File: config.mk
export PLATFORM = sky130hd
export DESIGN_NAME = ccm_top
export DESIGN_NICKNAME = d
export VERILOG_FILES = /design/src/ccm_pkg.sv /design/src/ccm_divided_clock_output.sv /design/src/ccm_top.sv
export SDC_FILE = /design/constraint.sdc
export NUM_CORES = 1
export LEC_CHECK = 0
export BUFFER_PORTS_ARGS = -buffer_cell sky130_fd_sc_hd__clkbuf_2
export CORE_ASPECT_RATIO = 1.5
export CORE_UTILIZATION = 55
export CTS_CLUSTER_DIAMETER = 120
export DETAILED_ROUTE_END_ITERATION = 8
export PLACE_DENSITY = 0.88
export SYNTH_ARGS = -nofsm -noshare
export SYNTH_HDL_FRONTEND = slang
export SYNTH_SLANG_ARGS = --single-unit
File: constraint.sdc
create_clock -name clk_i -period 5 [get_ports clk_i]
set_input_delay 0.75 -clock clk_i [delete_from_list [all_inputs] [get_ports clk_i]]
set_output_delay 0.75 -clock clk_i [all_outputs]
set_load 0.01 [all_outputs]
File: src/ccm_pkg.sv
// package: constants and types of the mode, interrupt and clock-out block
package ccm_pkg;
  // register addresses and address decode
  localparam logic [7:0] ADDR_IRQ_EN = 8'h2B;
  localparam logic [7:0] ADDR_IRQ_FLAGS = 8'h2C;
  localparam logic [3:0] ADDR_LO_STATUS = 4'hE;
  localparam logic [3:0] ADDR_LO_CONTROL = 4'hF;
  // reset values
  localparam logic [7:0] RST_IRQ_EN = 8'h00;
  localparam logic [7:0] RST_IRQ_FLAGS = 8'h00;
  localparam logic [7:0] RST_CONTROL = 8'hE7;
  // interrupt enable / flag bit positions
  localparam int BIT_MSG_ERR = 7;
  localparam int BIT_WAKE = 6;
  localparam int BIT_ERR_CHG = 5;
  localparam int BIT_TX2 = 4;
  localparam int BIT_TX1 = 3;
  localparam int BIT_TX0 = 2;
  localparam int BIT_RX1 = 1;
  localparam int BIT_RX0 = 0;
  // main_control fields
  localparam int CTL_REQ_LSB = 5;
  localparam int CTL_CLOCK_OUTPUT_EN = 2;
  localparam int CTL_DIV_LSB = 0;
  // main_status fields
  localparam int STS_MODE_LSB = 5;
  localparam int STS_IRQ_SOURCE_CODE_LSB = 1;
  // mode codes, shared by request and status fields
  localparam logic [2:0] MODE_NORMAL = 3'h0;
  localparam logic [2:0] MODE_SLEEP = 3'h1;
  localparam logic [2:0] MODE_LOOPBACK = 3'h2;
  localparam logic [2:0] MODE_LISTEN = 3'h3;
  localparam logic [2:0] MODE_CONFIG = 3'h4;
  // interrupt source codes, lower is more urgent
  localparam logic [2:0] IRQ_SOURCE_CODE_NONE = 3'h0;
  localparam logic [2:0] IRQ_SOURCE_CODE_ERR = 3'h1;
  localparam logic [2:0] IRQ_SOURCE_CODE_WAKE = 3'h2;
  localparam logic [2:0] IRQ_SOURCE_CODE_TX0 = 3'h3;
  localparam logic [2:0] IRQ_SOURCE_CODE_TX1 = 3'h4;
  localparam logic [2:0] IRQ_SOURCE_CODE_TX2 = 3'h5;
  localparam logic [2:0] IRQ_SOURCE_CODE_RX0 = 3'h6;
  localparam logic [2:0] IRQ_SOURCE_CODE_RX1 = 3'h7;
  // timing counts in oscillator cycles, except the sleep count, which is in clock-output periods
  localparam int OST_CYCLES = 128;
  localparam int SLEEP_CLK_PERIODS = 16;
  localparam int WAKE_FILT_CYCLES = 8;
  localparam int IDLE_CYCLES = 11;
  // clock output divider codes
  localparam logic [1:0] DIV_BY_8 = 2'h3;

  typedef enum logic [6:0] {
    ST_CONFIG = 7'h01,
    ST_NORMAL = 7'h02,
    ST_DRAIN = 7'h04,
    ST_SLEEP = 7'h08,
    ST_WAKE = 7'h10,
    ST_LISTEN = 7'h20,
    ST_LOOP = 7'h40
  } ccm_state_e;

  // hardware interrupt events from the protocol engine, one-cycle pulses
  typedef struct packed {
    logic msg_error;
    logic err_change;
    logic tx_buf2_empty;
    logic tx_buf1_empty;
    logic tx_buf0_empty;
    logic rx_buf1_full;
    logic rx_buf0_full;
  } ccm_evt_s;

  // mode controls handed to the protocol engine
  typedef struct packed {
    logic tx_allowed;
    logic listen_only;
    logic loopback;
    logic err_cnt_clear;
    logic rx_discard;
  } ccm_mode_ctl_s;
endpackage

File: src/ccm_divided_clock_output.sv
// divided clock output with setting changes taken at the end of a high phase
`timescale 1ns/10ps
`default_nettype none
module ccm_divided_clock_output (
  input wire logic clk_i,
  input wire logic rst_i,
  input wire logic en_i,
  input wire logic [1:0] div_i,
  input wire logic stop_i,
  output logic clk_o,
  output logic clk_oe_o,
  output logic period_o
);
  import ccm_pkg::*;

  logic [2:0] ph_cnt_reg;
  logic phase_reg;
  logic cur_en_reg;
  logic [1:0] cur_div_reg;
  logic stopped_reg;
  logic [2:0] ph_last;
  logic boundary;

  // each phase lasts 2^div cycles; boundary is the end of a high phase
  // period_o marks each point where a high phase would start
  assign ph_last = 3'((4'h1 << cur_div_reg) - 4'h1);
  assign boundary = (ph_cnt_reg == ph_last) && phase_reg;

  ///////////////////////////////////////////////////////////////////////
  // settings are taken only at the end of a high phase, so no phase is cut short
  always_ff @(posedge clk_i) begin
    if (rst_i) begin
      ph_cnt_reg <= 3'h0;
      phase_reg <= 1'b0;
      cur_en_reg <= 1'b1;
      cur_div_reg <= DIV_BY_8;
      stopped_reg <= 1'b0;
      period_o <= 1'b0;
    end else if (stopped_reg) begin
      stopped_reg <= stop_i;
      period_o <= 1'b0;
    end else if (ph_cnt_reg == ph_last) begin
      ph_cnt_reg <= 3'h0;
      // a stop lands where a low phase ends, so the pin just stays low
      phase_reg <= ~phase_reg & ~stop_i;
      period_o <= ~phase_reg;
      if (boundary) begin
        cur_en_reg <= en_i;
        cur_div_reg <= div_i;
      end else begin
        stopped_reg <= stop_i;
      end
    end else begin
      ph_cnt_reg <= ph_cnt_reg + 3'h1;
      period_o <= 1'b0;
    end
  end

  // pin: high-z while disabled, low while stopped
  always_ff @(posedge clk_i) begin
    if (rst_i) begin
      clk_o <= 1'b0;
      clk_oe_o <= 1'b0;
    end else begin
      clk_o <= phase_reg & cur_en_reg & ~stopped_reg;
      clk_oe_o <= cur_en_reg;
    end
  end
endmodule
`default_nettype wire

File: src/ccm_top.sv
// mode, interrupt and clock-output control of a stand-alone can controller
// Functional notes
// - enable bit7 message error, bit6 bus wake, bit5 error-flag change.
// - enable bits 4,3,2 arm transmit buffer 2,1,0 empty interrupts.
// - enable bits 1,0 arm receive buffer 1,0 full interrupts.
// - flags reset to 0, stay set until host clears them.
// - start-up timer holds logic reset 128 cycles after reset and wake.
// - clock output divides by 1, 2, 4 or 8, enabled from control; the code gives periods of 2, 4, 8 or 16 cycles.
// - after reset clock output runs, divided by 8; the code runs it at a 16-cycle period.
// - sixteen more output cycles before sleep, then output held low.
// - clock output enable cleared puts the pin in high impedance.
// - enable or divider changes never shorten an output phase.
// - mode change waits for pending transmissions; host reads status.
// - configuration after reset or on code 100, clearing error counters.
// - timing, send-request and filter writes allowed only in configuration.
// - in sleep, register reads keep working.
// - sleep stops oscillator; wake on bus activity or host-set wake flag.
// - transmit output recessive throughout sleep.
// - after wake discard traffic, enter listen-only; host requests normal.
// - a control bit enables a glitch filter on receive during sleep.
// - listen-only transmits nothing, error counters held reset.
// - loopback routes internally, ignores ack, transmit output recessive.
// - only normal mode transmits, acknowledges and sends error frames.
// - mode codes 000 normal 001 sleep 010 loopback 011 listen 100 config.
// - divider codes 00 by 1, 01 by 2, 10 by 4, 11 by 8; the code divides by 2, 4, 8, 16.
// - interrupt output low while any enabled flag is set.
// - source code shows most urgent enabled pending source, 000 none; a message error alone also reads 000.
`timescale 1ns/10ps
`default_nettype none
module ccm_top #(
  parameter int OST_LEN = ccm_pkg::OST_CYCLES,
  parameter int FILT_LEN = ccm_pkg::WAKE_FILT_CYCLES,
  parameter int IDLE_LEN = ccm_pkg::IDLE_CYCLES
) (
  input wire logic clk_i,
  input wire logic rst_i,
  input wire logic [7:0] reg_addr_i,
  input wire logic [7:0] reg_wdata_i,
  input wire logic [7:0] reg_wmask_i,
  input wire logic reg_wr_i,
  input wire logic reg_rd_i,
  output logic [7:0] reg_rdata_o,
  input wire ccm_pkg::ccm_evt_s evt_i,
  input wire logic tx_pending_i,
  input wire logic wake_glitch_filter_en_i,
  input wire logic core_tx_i,
  input wire logic bus_receive_input_i,
  output logic bus_transmit_output_o,
  output ccm_pkg::ccm_mode_ctl_s mode_ctl_o,
  output logic cfg_wr_allow_o,
  output logic core_hold_o,
  output logic osc_run_o,
  output logic irq_n_o,
  output logic divided_clock_output_o,
  output logic divided_clock_output_oe_o
);
  import ccm_pkg::*;

  ccm_state_e state_reg, state_next;
  logic [7:0] interrupt_enable_reg;
  logic [7:0] interrupt_flags_reg, interrupt_flags_next;
  logic [7:0] main_control_reg, main_control_next;
  logic [2:0] mode_code_reg, mode_code_next;
  logic [7:0] ost_cnt_reg;
  logic [4:0] drain_cnt_reg;
  logic [3:0] filt_cnt_reg;
  logic [3:0] idle_cnt_reg;
  logic discard_reg;
  logic rx_s1_reg, rx_s2_reg;

  ///////////////////////////////////////////////////////////////////////
  // register decode
  logic hold;
  logic wr_ok;
  logic wr_ie, wr_if, wr_ctl;
  logic rd_ie, rd_if, rd_sts, rd_ctl;
  assign hold = (ost_cnt_reg != 8'h00);
  assign wr_ok = reg_wr_i & ~hold;
  assign wr_ie = wr_ok & (reg_addr_i == ADDR_IRQ_EN);
  assign wr_if = wr_ok & (reg_addr_i == ADDR_IRQ_FLAGS);
  assign wr_ctl = wr_ok & (reg_addr_i[3:0] == ADDR_LO_CONTROL);
  assign rd_ie = reg_addr_i == ADDR_IRQ_EN;
  assign rd_if = reg_addr_i == ADDR_IRQ_FLAGS;
  assign rd_sts = reg_addr_i[3:0] == ADDR_LO_STATUS;
  assign rd_ctl = reg_addr_i[3:0] == ADDR_LO_CONTROL;

  // bit-modify merge: masked bits take the written value
  function automatic logic [7:0] merge(input logic [7:0] old,
                                       input logic [7:0] val,
                                       input logic [7:0] msk);
    merge = (old & ~msk) | (val & msk);
  endfunction

  ///////////////////////////////////////////////////////////////////////
  // receive pin synchroniser and sleep wake detector
  logic filt_full;
  logic bus_activity;
  logic wake_set;
  assign filt_full = filt_cnt_reg == 4'(FILT_LEN - 1);
  assign bus_activity = (state_reg == ST_SLEEP) & ~rx_s2_reg &
                        (~wake_glitch_filter_en_i | filt_full);
  assign wake_set = bus_activity & interrupt_enable_reg[BIT_WAKE];

  always_ff @(posedge clk_i) begin
    if (rst_i) begin
      rx_s1_reg <= 1'b1;
      rx_s2_reg <= 1'b1;
    end else begin
      rx_s1_reg <= bus_receive_input_i;
      rx_s2_reg <= rx_s1_reg;
    end
  end

  // low-pass: dominant must persist before it counts as activity
  always_ff @(posedge clk_i) begin
    if (rst_i || rx_s2_reg || state_reg != ST_SLEEP) begin
      filt_cnt_reg <= 4'h0;
    end else if (!filt_full) begin
      filt_cnt_reg <= filt_cnt_reg + 4'h1;
    end
  end

  ///////////////////////////////////////////////////////////////////////
  // interrupt flags, enables and source code
  logic [7:0] hw_set;
  logic [7:0] active;
  logic [2:0] irq_source_code;
  assign hw_set = {evt_i.msg_error, wake_set, evt_i.err_change,
                   evt_i.tx_buf2_empty, evt_i.tx_buf1_empty,
                   evt_i.tx_buf0_empty, evt_i.rx_buf1_full,
                   evt_i.rx_buf0_full};
  assign active = interrupt_flags_reg & interrupt_enable_reg;
  // host write first, hardware set or'ed after so it cannot be lost
  assign interrupt_flags_next = (wr_if ? merge(interrupt_flags_reg,
      reg_wdata_i, reg_wmask_i) : interrupt_flags_reg) | hw_set;
  assign irq_source_code = active[BIT_ERR_CHG] ? IRQ_SOURCE_CODE_ERR :
                active[BIT_WAKE] ? IRQ_SOURCE_CODE_WAKE :
                active[BIT_TX0] ? IRQ_SOURCE_CODE_TX0 :
                active[BIT_TX1] ? IRQ_SOURCE_CODE_TX1 :
                active[BIT_TX2] ? IRQ_SOURCE_CODE_TX2 :
                active[BIT_RX0] ? IRQ_SOURCE_CODE_RX0 :
                active[BIT_RX1] ? IRQ_SOURCE_CODE_RX1 : IRQ_SOURCE_CODE_NONE;

  always_ff @(posedge clk_i) begin
    if (rst_i) begin
      interrupt_enable_reg <= RST_IRQ_EN;
      interrupt_flags_reg <= RST_IRQ_FLAGS;
      irq_n_o <= 1'b1;
    end else begin
      if (wr_ie) begin
        interrupt_enable_reg <= merge(interrupt_enable_reg, reg_wdata_i,
                                      reg_wmask_i);
      end
      interrupt_flags_reg <= interrupt_flags_next;
      irq_n_o <= ~|(interrupt_flags_next & interrupt_enable_reg);
    end
  end

  ///////////////////////////////////////////////////////////////////////
  // control register and mode state machine
  logic [2:0] req;
  logic req_valid;
  logic drain_done;
  logic wake_go;
  logic clk_period;
  assign main_control_next = wr_ctl ? merge(main_control_reg, reg_wdata_i,
                                            reg_wmask_i) : main_control_reg;
  assign req = main_control_reg[CTL_REQ_LSB +: 3];
  assign req_valid = (req <= MODE_CONFIG) && (req != mode_code_reg) &&
                     !tx_pending_i && !hold;
  assign drain_done = drain_cnt_reg == 5'(SLEEP_CLK_PERIODS);
  // host may set the wake flag itself; the enable still gates it
  assign wake_go = interrupt_flags_reg[BIT_WAKE] &
                   interrupt_enable_reg[BIT_WAKE];

  always_comb begin
    state_next = state_reg;
    case (state_reg)
      ST_DRAIN: begin
        if (drain_done && clk_period) begin
          state_next = ST_SLEEP;
        end
      end
      ST_SLEEP: begin
        if (wake_go) begin
          state_next = ST_WAKE;
        end
      end
      ST_WAKE: begin
        if (!hold) begin
          state_next = ST_LISTEN;
        end
      end
      default: begin
        if (req_valid) begin
          case (req)
            MODE_NORMAL: state_next = ST_NORMAL;
            MODE_SLEEP: state_next = ST_DRAIN;
            MODE_LOOPBACK: state_next = ST_LOOP;
            MODE_LISTEN: state_next = ST_LISTEN;
            default: state_next = ST_CONFIG;
          endcase
        end
      end
    endcase
  end

  // status follows the settled mode; drain and wake keep the old code
  always_comb begin
    mode_code_next = mode_code_reg;
    case (state_next)
      ST_CONFIG: mode_code_next = MODE_CONFIG;
      ST_NORMAL: mode_code_next = MODE_NORMAL;
      ST_SLEEP: mode_code_next = MODE_SLEEP;
      ST_LISTEN: mode_code_next = MODE_LISTEN;
      ST_LOOP: mode_code_next = MODE_LOOPBACK;
      default: mode_code_next = mode_code_reg;
    endcase
  end

  always_ff @(posedge clk_i) begin
    if (rst_i) begin
      state_reg <= ST_CONFIG;
      mode_code_reg <= MODE_CONFIG;
      main_control_reg <= RST_CONTROL;
    end else begin
      state_reg <= state_next;
      mode_code_reg <= mode_code_next;
      main_control_reg <= main_control_next;
    end
  end

  // start-up hold-off, restarted on every wake
  always_ff @(posedge clk_i) begin
    if (rst_i) begin
      ost_cnt_reg <= 8'(OST_LEN);
    end else if (state_reg == ST_SLEEP && wake_go) begin
      ost_cnt_reg <= 8'(OST_LEN);
    end else if (hold) begin
      ost_cnt_reg <= ost_cnt_reg - 8'h01;
    end
  end

  // counts clock-output rising edges before sleep; the next one is withheld
  always_ff @(posedge clk_i) begin
    if (rst_i || state_reg != ST_DRAIN) begin
      drain_cnt_reg <= 5'h00;
    end else if (clk_period && !drain_done) begin
      drain_cnt_reg <= drain_cnt_reg + 5'h01;
    end
  end

  // drop traffic until the bus has been idle after waking
  always_ff @(posedge clk_i) begin
    if (rst_i) begin
      discard_reg <= 1'b0;
      idle_cnt_reg <= 4'h0;
    end else if (state_reg == ST_WAKE || state_reg == ST_SLEEP) begin
      discard_reg <= state_reg == ST_WAKE;
      idle_cnt_reg <= 4'h0;
    end else if (!rx_s2_reg) begin
      idle_cnt_reg <= 4'h0;
    end else if (idle_cnt_reg == 4'(IDLE_LEN - 1)) begin
      discard_reg <= 1'b0;
    end else begin
      idle_cnt_reg <= idle_cnt_reg + 4'h1;
    end
  end

  ///////////////////////////////////////////////////////////////////////
  // mode outputs and register read port
  always_ff @(posedge clk_i) begin
    if (rst_i) begin
      bus_transmit_output_o <= 1'b1;
      mode_ctl_o <= '0;
      cfg_wr_allow_o <= 1'b0;
      core_hold_o <= 1'b1;
      osc_run_o <= 1'b1;
      reg_rdata_o <= 8'h00;
    end else begin
      // only normal mode drives the bus; all others stay recessive
      bus_transmit_output_o <= (state_next == ST_NORMAL) ? core_tx_i
                                                         : 1'b1;
      mode_ctl_o.tx_allowed <= state_next == ST_NORMAL;
      mode_ctl_o.listen_only <= state_next == ST_LISTEN;
      mode_ctl_o.loopback <= state_next == ST_LOOP;
      mode_ctl_o.err_cnt_clear <= state_next == ST_CONFIG ||
                                  state_next == ST_LISTEN;
      mode_ctl_o.rx_discard <= discard_reg;
      cfg_wr_allow_o <= state_next == ST_CONFIG;
      core_hold_o <= (ost_cnt_reg > 8'h01) || wake_go &&
                     state_reg == ST_SLEEP;
      osc_run_o <= state_next != ST_SLEEP;
      // reads stay served in every mode, sleep included
      if (reg_rd_i) begin
        if (rd_ie) begin
          reg_rdata_o <= interrupt_enable_reg;
        end else if (rd_if) begin
          reg_rdata_o <= interrupt_flags_reg;
        end else if (rd_sts) begin
          reg_rdata_o <= {mode_code_reg, 1'b0, irq_source_code, 1'b0};
        end else if (rd_ctl) begin
          reg_rdata_o <= main_control_reg;
        end else begin
          reg_rdata_o <= 8'h00;
        end
      end
    end
  end

  ccm_divided_clock_output u_divided_clock_output (
    .clk_i(clk_i),
    .rst_i(rst_i),
    .en_i(main_control_reg[CTL_CLOCK_OUTPUT_EN]),
    .div_i(main_control_reg[CTL_DIV_LSB +: 2]),
    .stop_i(state_reg == ST_SLEEP || (state_reg == ST_DRAIN && drain_done)),
    .clk_o(divided_clock_output_o),
    .clk_oe_o(divided_clock_output_oe_o),
    .period_o(clk_period)
  );

  ///////////////////////////////////////////////////////////////////////
  // checks
  logic [7:0] hold_len_reg;
  always_ff @(posedge clk_i) begin
    if (rst_i || !hold) begin
      hold_len_reg <= 8'h00;
    end else begin
      hold_len_reg <= hold_len_reg + 8'h01;
    end
  end

  property p_ost_len;
    @(posedge clk_i) disable iff (rst_i)
      $fell(hold) |-> $past(hold_len_reg) == 8'(OST_LEN - 1);
  endproperty
  a_ost_len: assert property (p_ost_len) else $error("holdoff length");

  property p_flag_sticky;
    @(posedge clk_i) disable iff (rst_i)
      interrupt_flags_reg[BIT_TX0] && !wr_if |=> interrupt_flags_reg[BIT_TX0];
  endproperty
  a_flag_sticky: assert property (p_flag_sticky) else $error("flag lost");

  property p_set_wins;
    @(posedge clk_i) disable iff (rst_i)
      evt_i.rx_buf0_full && wr_if && reg_wmask_i[BIT_RX0] &&
      !reg_wdata_i[BIT_RX0] |=> interrupt_flags_reg[BIT_RX0];
  endproperty
  a_set_wins: assert property (p_set_wins) else $error("clear beat set");

  property p_irq_out;
    @(posedge clk_i) disable iff (rst_i)
      |active ##1 |active |-> !irq_n_o;
  endproperty
  a_irq_out: assert property (p_irq_out) else $error("irq not low");

  property p_quiet_tx;
    @(posedge clk_i) disable iff (rst_i)
      state_reg != ST_NORMAL && state_next != ST_NORMAL |=>
        bus_transmit_output_o;
  endproperty
  a_quiet_tx: assert property (p_quiet_tx) else $error("tx not recessive");

  property p_mode_waits;
    @(posedge clk_i) disable iff (rst_i)
      tx_pending_i && !(state_reg inside {ST_DRAIN, ST_SLEEP, ST_WAKE})
        |=> $stable(mode_code_reg);
  endproperty
  a_mode_waits: assert property (p_mode_waits) else $error("early mode");

  property p_wake_listen;
    @(posedge clk_i) disable iff (rst_i)
      $rose(state_reg == ST_WAKE) |-> ##[1:300] mode_code_reg == MODE_LISTEN;
  endproperty
  a_wake_listen: assert property (p_wake_listen) else $error("no listen");

  property p_irq_source_code_err;
    @(posedge clk_i) disable iff (rst_i)
      active[BIT_ERR_CHG] |-> irq_source_code == IRQ_SOURCE_CODE_ERR;
  endproperty
  a_irq_source_code_err: assert property (p_irq_source_code_err) else $error("irq_source_code order");

  property p_sleep_low;
    @(posedge clk_i) disable iff (rst_i)
      state_reg == ST_SLEEP ##1 state_reg == ST_SLEEP |->
        !divided_clock_output_o;
  endproperty
  a_sleep_low: assert property (p_sleep_low) else $error("clk in sleep");

  c_sleep: cover property (@(posedge clk_i) state_reg == ST_SLEEP);
  c_wake: cover property (@(posedge clk_i) state_reg == ST_WAKE);
  c_loop: cover property (@(posedge clk_i) state_reg == ST_LOOP);
endmodule
`default_nettype wire

==> results by group, run 1 <==
Critical path
  – CP max FO: 10
  – Cells along the critical path: inv_1 -> ha_1 -> nor3b_2 -> nand4b_1 -> or2_0 -> o211ai_1 -> nand3_1 -> or3_4 -> nor2b_1 -> a21oi_1
  – CP Buf/Inv Count: 1
  – Critical Path Max Stage Delay: 570 ps
  – Worst Setup Start Kind: flip-flop
  – Crit path DAT: 3540 ps
  – CP Data Required Time: 5260 ps
  – Worst path slowest cell: o211ai_1
  – CP Capture Type: flip-flop
  – Critical path class: reg -> reg
  – CP delay by family, top: simple AND/OR/NAND/NOR gates

Yosys
  – Synthesized area per cell: 8.756 um2
  – Synth Area in Adders: 2.338%
  – Post-synth EDFFs: 0
  – Synth area leaders: dfxtp_1, nand2_1, nor2_1
  – Most used DFF post-synth: dfxtp_1
  – Mapped Nets: 536
  – Netlist cell types: 75
  – Yosys warning count: 0
  – Top cells by count, synth: dfxtp_1, nand2_1, nor2_1, a21oi_1, nand3_1
  – Seq/Total Area, Yosys: 40.68%
  – Top cell type's share of synthesized area: 40.68%
  – Top-count cell post-synth: dfxtp_1
  – Simple-gate share of the synthesized area: 28.26%
  – Gate Count Post-Synth: 489
  – Synth area leader: dfxtp_1
  – Main combinational cell family by area after synthesis: simple AND/OR/NAND/NOR gates
  – Asr flop ratio synth: 0%
  – Synth Register Bits: 87
  – Xor and xnor area share after synthesis: 3.887%
  – Synthesized cell area: 4282 um2
  – Synth Area in Compound Gates: 17.56%
  – Mux contribution to synthesized area: 2.338%

Timing
  – Hold Vio Cnt, Final: 0
  – Final Setup Violations: 0
  – Fin Setup TNS: 0 ps
  – Max-slew violations: 0
  – Slew headroom: 52.94%
  – RSZ-0062 raised after global routing: false
  – Final Cycle Share: 65.68%
  – Max Clk Rate: 304.5 MHz
  – Worst-margin pin slew: 706.0 ps
  – Period minus WS final: 3284 ps
  – Clock skew: 9.656 ps

Placement
  – HPWL Detailed: 7186 um
  – GP Congestion: 0.9493
  – Buffers on Ports: 58
  – Placed Cells: 627
  – Placed Area: 4537 um2

Detailed routing
  – Drt total wl: 9894 um
  – Vias after detailed routing: 3,808
  – 1st-pass router iterations: 7
  – Final ANT Viol Nets: 0
  – WL per Instance: 15.39 um
  – Remaining routing DRC violations: 0
  – 1st-iter DRT viols: 197
  – Routed vias/inst: 5.922

Run
  – Max cap viols: 0

Die
  – Row count: 39
  – DIE WIDTH: 74.04 um
  – Die Area: 8149 um2
  – Core box area: 7564 um2
  – Number of I/O pins: 59
  – Initial Utilization: 56.61%
  – Die Span Y: 110.1 um

Clock tree
  – TritonCTS Sinks: 87
  – H-tree depth: 3
  – CTS Hold Bufs: 0
  – Worst skew pair latency: 340 ps
  – Clock Tree Root: clkbuf_16
  – Post-CTS Setup Bufs: 0
  – CTS buffer count: 9
  – Clk pin slew, worst setup/hold paths: 60 ps
  – Clock tree buffer depth: 2
  – CTS tree: done
  – Post_cts resized: 0

Finish
  – Layout Area Growth over Synthesis: 12.95%
  – Share of layout cells above drive strength 1: 19.04%
  – N_diodes: 0
  – Design Area, Final: 4836 um2
  – Final nets: 583
  – FF/Latch Area: 1742 um2
  – Post-route insts no fill: 643
  – FILL cells: 605
  – Multi-input logic area: 2328 um2

Power and ir drop
  – Worst vdd ir: 0.2576 mV
  – Final Total Pwr: 1.658 mW
  – Combinational power share: 12.5%
  – P_leak: 1.910 nW
  – Switching pwr: 433.5 uW
  – Register share of total power: 47.2%
  – Pwr Density: 342.8 nW/um2
  – Switching part of the total power: 26.15%
  – Pint: 1.224 mW
  – Clock power frac: 40.3%

Hold path
  – HP Class: reg -> reg

Run status
  – Status: completed

Global route
  – First-pass GRT wire length: 16,010 um
  – Vias in the first global route: 3,583
  – Total track usage: 25.64%
  – Largest net degree at the start of global routing: 36
  – Initial antenna violation count: 0
  – Congestion Overflow GR: 0
[logic make-up (layout without fill, tap and decap cells)]
| logic type | Yosys count | count (layout) |
|---|---|---|
| AO/OA/AOI/OAI | 105 | 105 |
| XOR/XNOR | 19 | 19 |
| adder cells (fa/ha/maj) | 8 | 8 |
| buffers and inverters | 33 | 85 |
| flip-flops | 87 | 87 |
| multiplexers | 9 | 9 |
| AND/OR/NAND/NOR | 228 | 228 |
[placed cells by master (no fill, tap or decap), drive strengths merged, types with 4 or more instances in the layout]
cell    netlist  layout
and3          7       7
xnor2        11      11
nor2         58      58
a21oi        29      29
nand2        63      63
clkbuf       19      68
or2           6       6
o21ai        13      13
ha            8       8
nand3b        4       4
nor2b        13      13
xor2          8       8
a211o         4       4
nor3         14      14
nand4         4       4
inv           9       9
a221oi        4       4
a311oi        6       6
mux2i         7       7
a311o        10      10
nor4b         4       4
a22oi         4       4
dfxtp        87      87
nand3        24      24
nor4          7       7
a21boi       14      14
[metrics by stage]
step / hold WS [ps] / worst slack, ps / util (%)
6_report: 422.2 / 1716 / 63.94
5_1_grt: 437.6 / 1435 / 63.94
4_1_cts: 422.6 / 1726 / 63.94
3_5_place_dp: 407.1 / 1452 / 59.98
3_3_place_gp: 396.4 / 1538 / 59.98
2_1_floorplan: 389.5 / 2081 / -
[final timing paths]
path	from	endpoint	slack [ps]	cells past startpoint
setup / recovery	ost_cnt_reg[0]	mode_code_reg[0]	1720	10
hold / removal	rx_s1_reg	rx_s2_reg	420	1
setup reg to reg	ost_cnt_reg[0]	mode_code_reg[0]	1720	10
hold reg to reg	rx_s1_reg	rx_s2_reg	420	1
[worst reg2reg max path: stages (launching register included)]
cell and delay [ps]:
dfxtp_1 330, inv_1 120, ha_1 220, nor3b_2 440, nand4b_1 210, or2_0 490
o211ai_1 570, nand3_1 180, or3_4 380, nor2b_1 140, a21oi_1 130
[power groups by stage]
stage | logic (mW) | clock network [mW] | registers, mW
after detailed placement | 0.202 | 0 | 0.796
after floorplan | 0.144 | 0 | 0.789
final | 0.207 | 0.669 | 0.782
after global placement | 0.189 | 0 | 0.793
after global routing | 0.228 | 0.700 | 0.788
after CTS | 0.205 | 0.673 | 0.781
[layer usage]
layer | global-route usage [%] | vias up | wire length, um
li1 | - | 1858 | -
met1 | 28.51 | 1768 | 3878
met2 | 46.04 | 149 | 5112
met3 | 4.000 | 33 | 591
met4 | 13.32 | 0 | 312
met5 | 0 | - | 0
[area by class of cell]
class                           instances  share of cell area [%]
Sequential cell                        87                   36.02
Clock buffer                           10                   4.942
Inverter                                9                  0.6986
Timing Repair Buffer                   60                   6.313
Clock inverter                          6                   1.242
Tap cell                              102                   2.639
Multi-Input combinational cell        369                   48.15
(Power assumes the default switching activity.)
==> run 2: changes to the inputs <==
Clock period 5 ns to 3.2 ns, I/O delays scaled along.
==> results by group, run 2 (synthesis results as in run 1) <==
Run status
  – Status: finished with violations (was completed)
  – Failing checks: design-rule violations

Detailed routing
  – Routed vias/inst: 6.043 (was 5.922)
  – Remaining routing DRC violations: 2 (was 0)
  – WL per Instance: 16.25 um (was 15.39 um)
  – 1st-iter DRT viols: 242 (was 197)
  – Final ANT Viol Nets: 0 (unchanged)
  – 1st-pass router iterations: 9 (was 7)
  – Vias after detailed routing: 3,916 (was 3,808)
  – Drt total wl: 10,530 um (was 9894 um)

Finish
  – Post-route insts no fill: 648 (was 643)
  – Leading cell type in the layout, fill and taps excluded: dfxtp_1 (unchanged)
  – Layout Area Growth over Synthesis: 14.09% (was 12.95%)
  – Final nets: 588 (was 583)
  – Highest-count cells in the layout ignoring fill and taps: dfxtp_1, nand2_1, nor2_1, clkbuf_2, a21oi_1 (unchanged)
  – N_diodes: 0 (unchanged)
  – Share of layout cells above drive strength 1: 19.60% (was 19.04%)

Timing
  – Slew headroom: 52.90% (was 52.94%)
  – Final Setup Violations: 0 (unchanged)
  – Hold Vio Cnt, Final: 0 (unchanged)
  – Max Clk Rate: 334.4 MHz (was 304.5 MHz)
  – RSZ-0062 raised after global routing: false (unchanged)
  – Fin Setup TNS: 0 ps (unchanged)
  – Clock skew: 9.901 ps (was 9.656 ps)
  – Final worst slack: 209.5 ps (was 1716 ps)
  – Worst-margin pin slew: 706.4 ps (was 706.0 ps)
  – Max-slew violations: 0 (unchanged)
  – Final Cycle Share: 93.45% (was 65.68%)
  – Period minus WS final: 2990 ps (was 3284 ps)

Global route
  – First-pass GRT wire length: 17,220 um (was 16,010 um)
  – Total track usage: 27.46% (was 25.64%)
  – Largest net degree at the start of global routing: 37 (was 36)
  – Congestion Overflow GR: 0 (unchanged)
  – Initial antenna violation count: 0 (unchanged)
  – Vias in the first global route: 3,783 (was 3,583)

Die
  – Row count: 39 (unchanged)
  – Number of I/O pins: 59 (unchanged)
  – DIE WIDTH: 74.04 um (unchanged)
  – Die Area: 8149 um2 (unchanged)
  – Die Span Y: 110.1 um (unchanged)
  – Initial Utilization: 56.61% (unchanged)
  – Core box area: 7564 um2 (unchanged)

Clock tree
  – Clock tree buffer depth: 2 (unchanged)
  – Post_cts resized: 0 (unchanged)
  – CTS buffer count: 9 (unchanged)
  – H-tree depth: 3 (unchanged)
  – Post-CTS Setup Bufs: 0 (unchanged)
  – CTS Hold Bufs: 0 (unchanged)
  – Worst skew pair latency: 340 ps (about the same)
  – TritonCTS Sinks: 87 (unchanged)
  – Clock Tree Root: clkbuf_16 (unchanged)
  – Clk pin slew, worst setup/hold paths: 60 ps (about the same)
  – CTS tree: done (unchanged)

Placement
  – Buffers on Ports: 58 (unchanged)
  – DP Worst Slack: 239.7 ps (was 1452 ps)
  – HPWL Detailed: 7349 um (was 7186 um)
  – Placed Cells: 632 (was 627)
  – GP Congestion: 0.8967 (was 0.9493)

Power and ir drop
  – Pwr Density: 539.7 nW/um2 (was 342.8 nW/um2)
  – P_leak: 1.947 nW (was 1.910 nW)
  – Final Total Pwr: 2.636 mW (was 1.658 mW)
  – Worst vdd ir: 0.4088 mV (was 0.2576 mV)

Run
  – Max cap viols: 0 (unchanged)

Critical path
  – Critical path class: reg -> reg (unchanged)
  – CP Capture Type: flip-flop (unchanged)
  – CP max FO: 10 (unchanged)
  – Crit path DAT: 3250 ps (was 3540 ps)
  – Worst Setup Start Kind: flip-flop (unchanged)
  – CP Data Required Time: 3460 ps (was 5260 ps)

Hold path
  – HP Class: in -> reg (was reg -> reg)
-- run 2: layer usage --
metal	share of wire, %	vias up	GRT usage (%)
met5	0	-	0
li1	-	1854	-
met1	37	1829	29.88
met2	53	188	48.12
met3	6.5	45	5.636
met4	3.8	0	16.35
-- run 2: through the flow --
step                      cell area (um2)  hold WS [ps]  util (%)
after floorplan                      4282         389.5         -
after global placement               4574         393.6     60.48
after detailed placement             4574         396.7     60.48
after CTS                            4885         325.2     64.58
after global routing                 4885         343.6     64.58
final                                4885         328.1     64.58
-- run 2: cell type report --
cell class | count | area [um2]
clock buffer | 13 | 270.3
clock inverter | 3 | 40.04
fill | 566 | 2679
inverter | 9 | 33.78
multi-input combinational | 369 | 2328
sequential | 87 | 1742
tap | 102 | 127.6
timing repair buffer | 65 | 342.8
-- run 2: worst max-delay path: stages, from the launching register on --
cell and delay [ps]:
dfxtp_1 330, inv_1 120, ha_1 210, nor3b_2 210, nand4b_1 170, or2_0 480
a311oi_2 430, nand3_2 170, or2_4 280, or3b_4 380, a21oi_2 120
-- run 2: power breakdown --
part           switching [mW]  internal, mW
Sequential             0.0742          1.15
Clock                   0.413         0.666
Combinational           0.181         0.153
-- run 2: final timing paths --
check,start,endpoint,slack (ps),cells past startpoint
max reg2reg,ost_cnt_reg[0],mode_ctl_o[1],210,10
max,ost_cnt_reg[0],mode_ctl_o[1],210,10
min,bus_receive_input_i,rx_s1_reg,330,2
min reg2reg,rx_s1_reg,rx_s2_reg,420,1
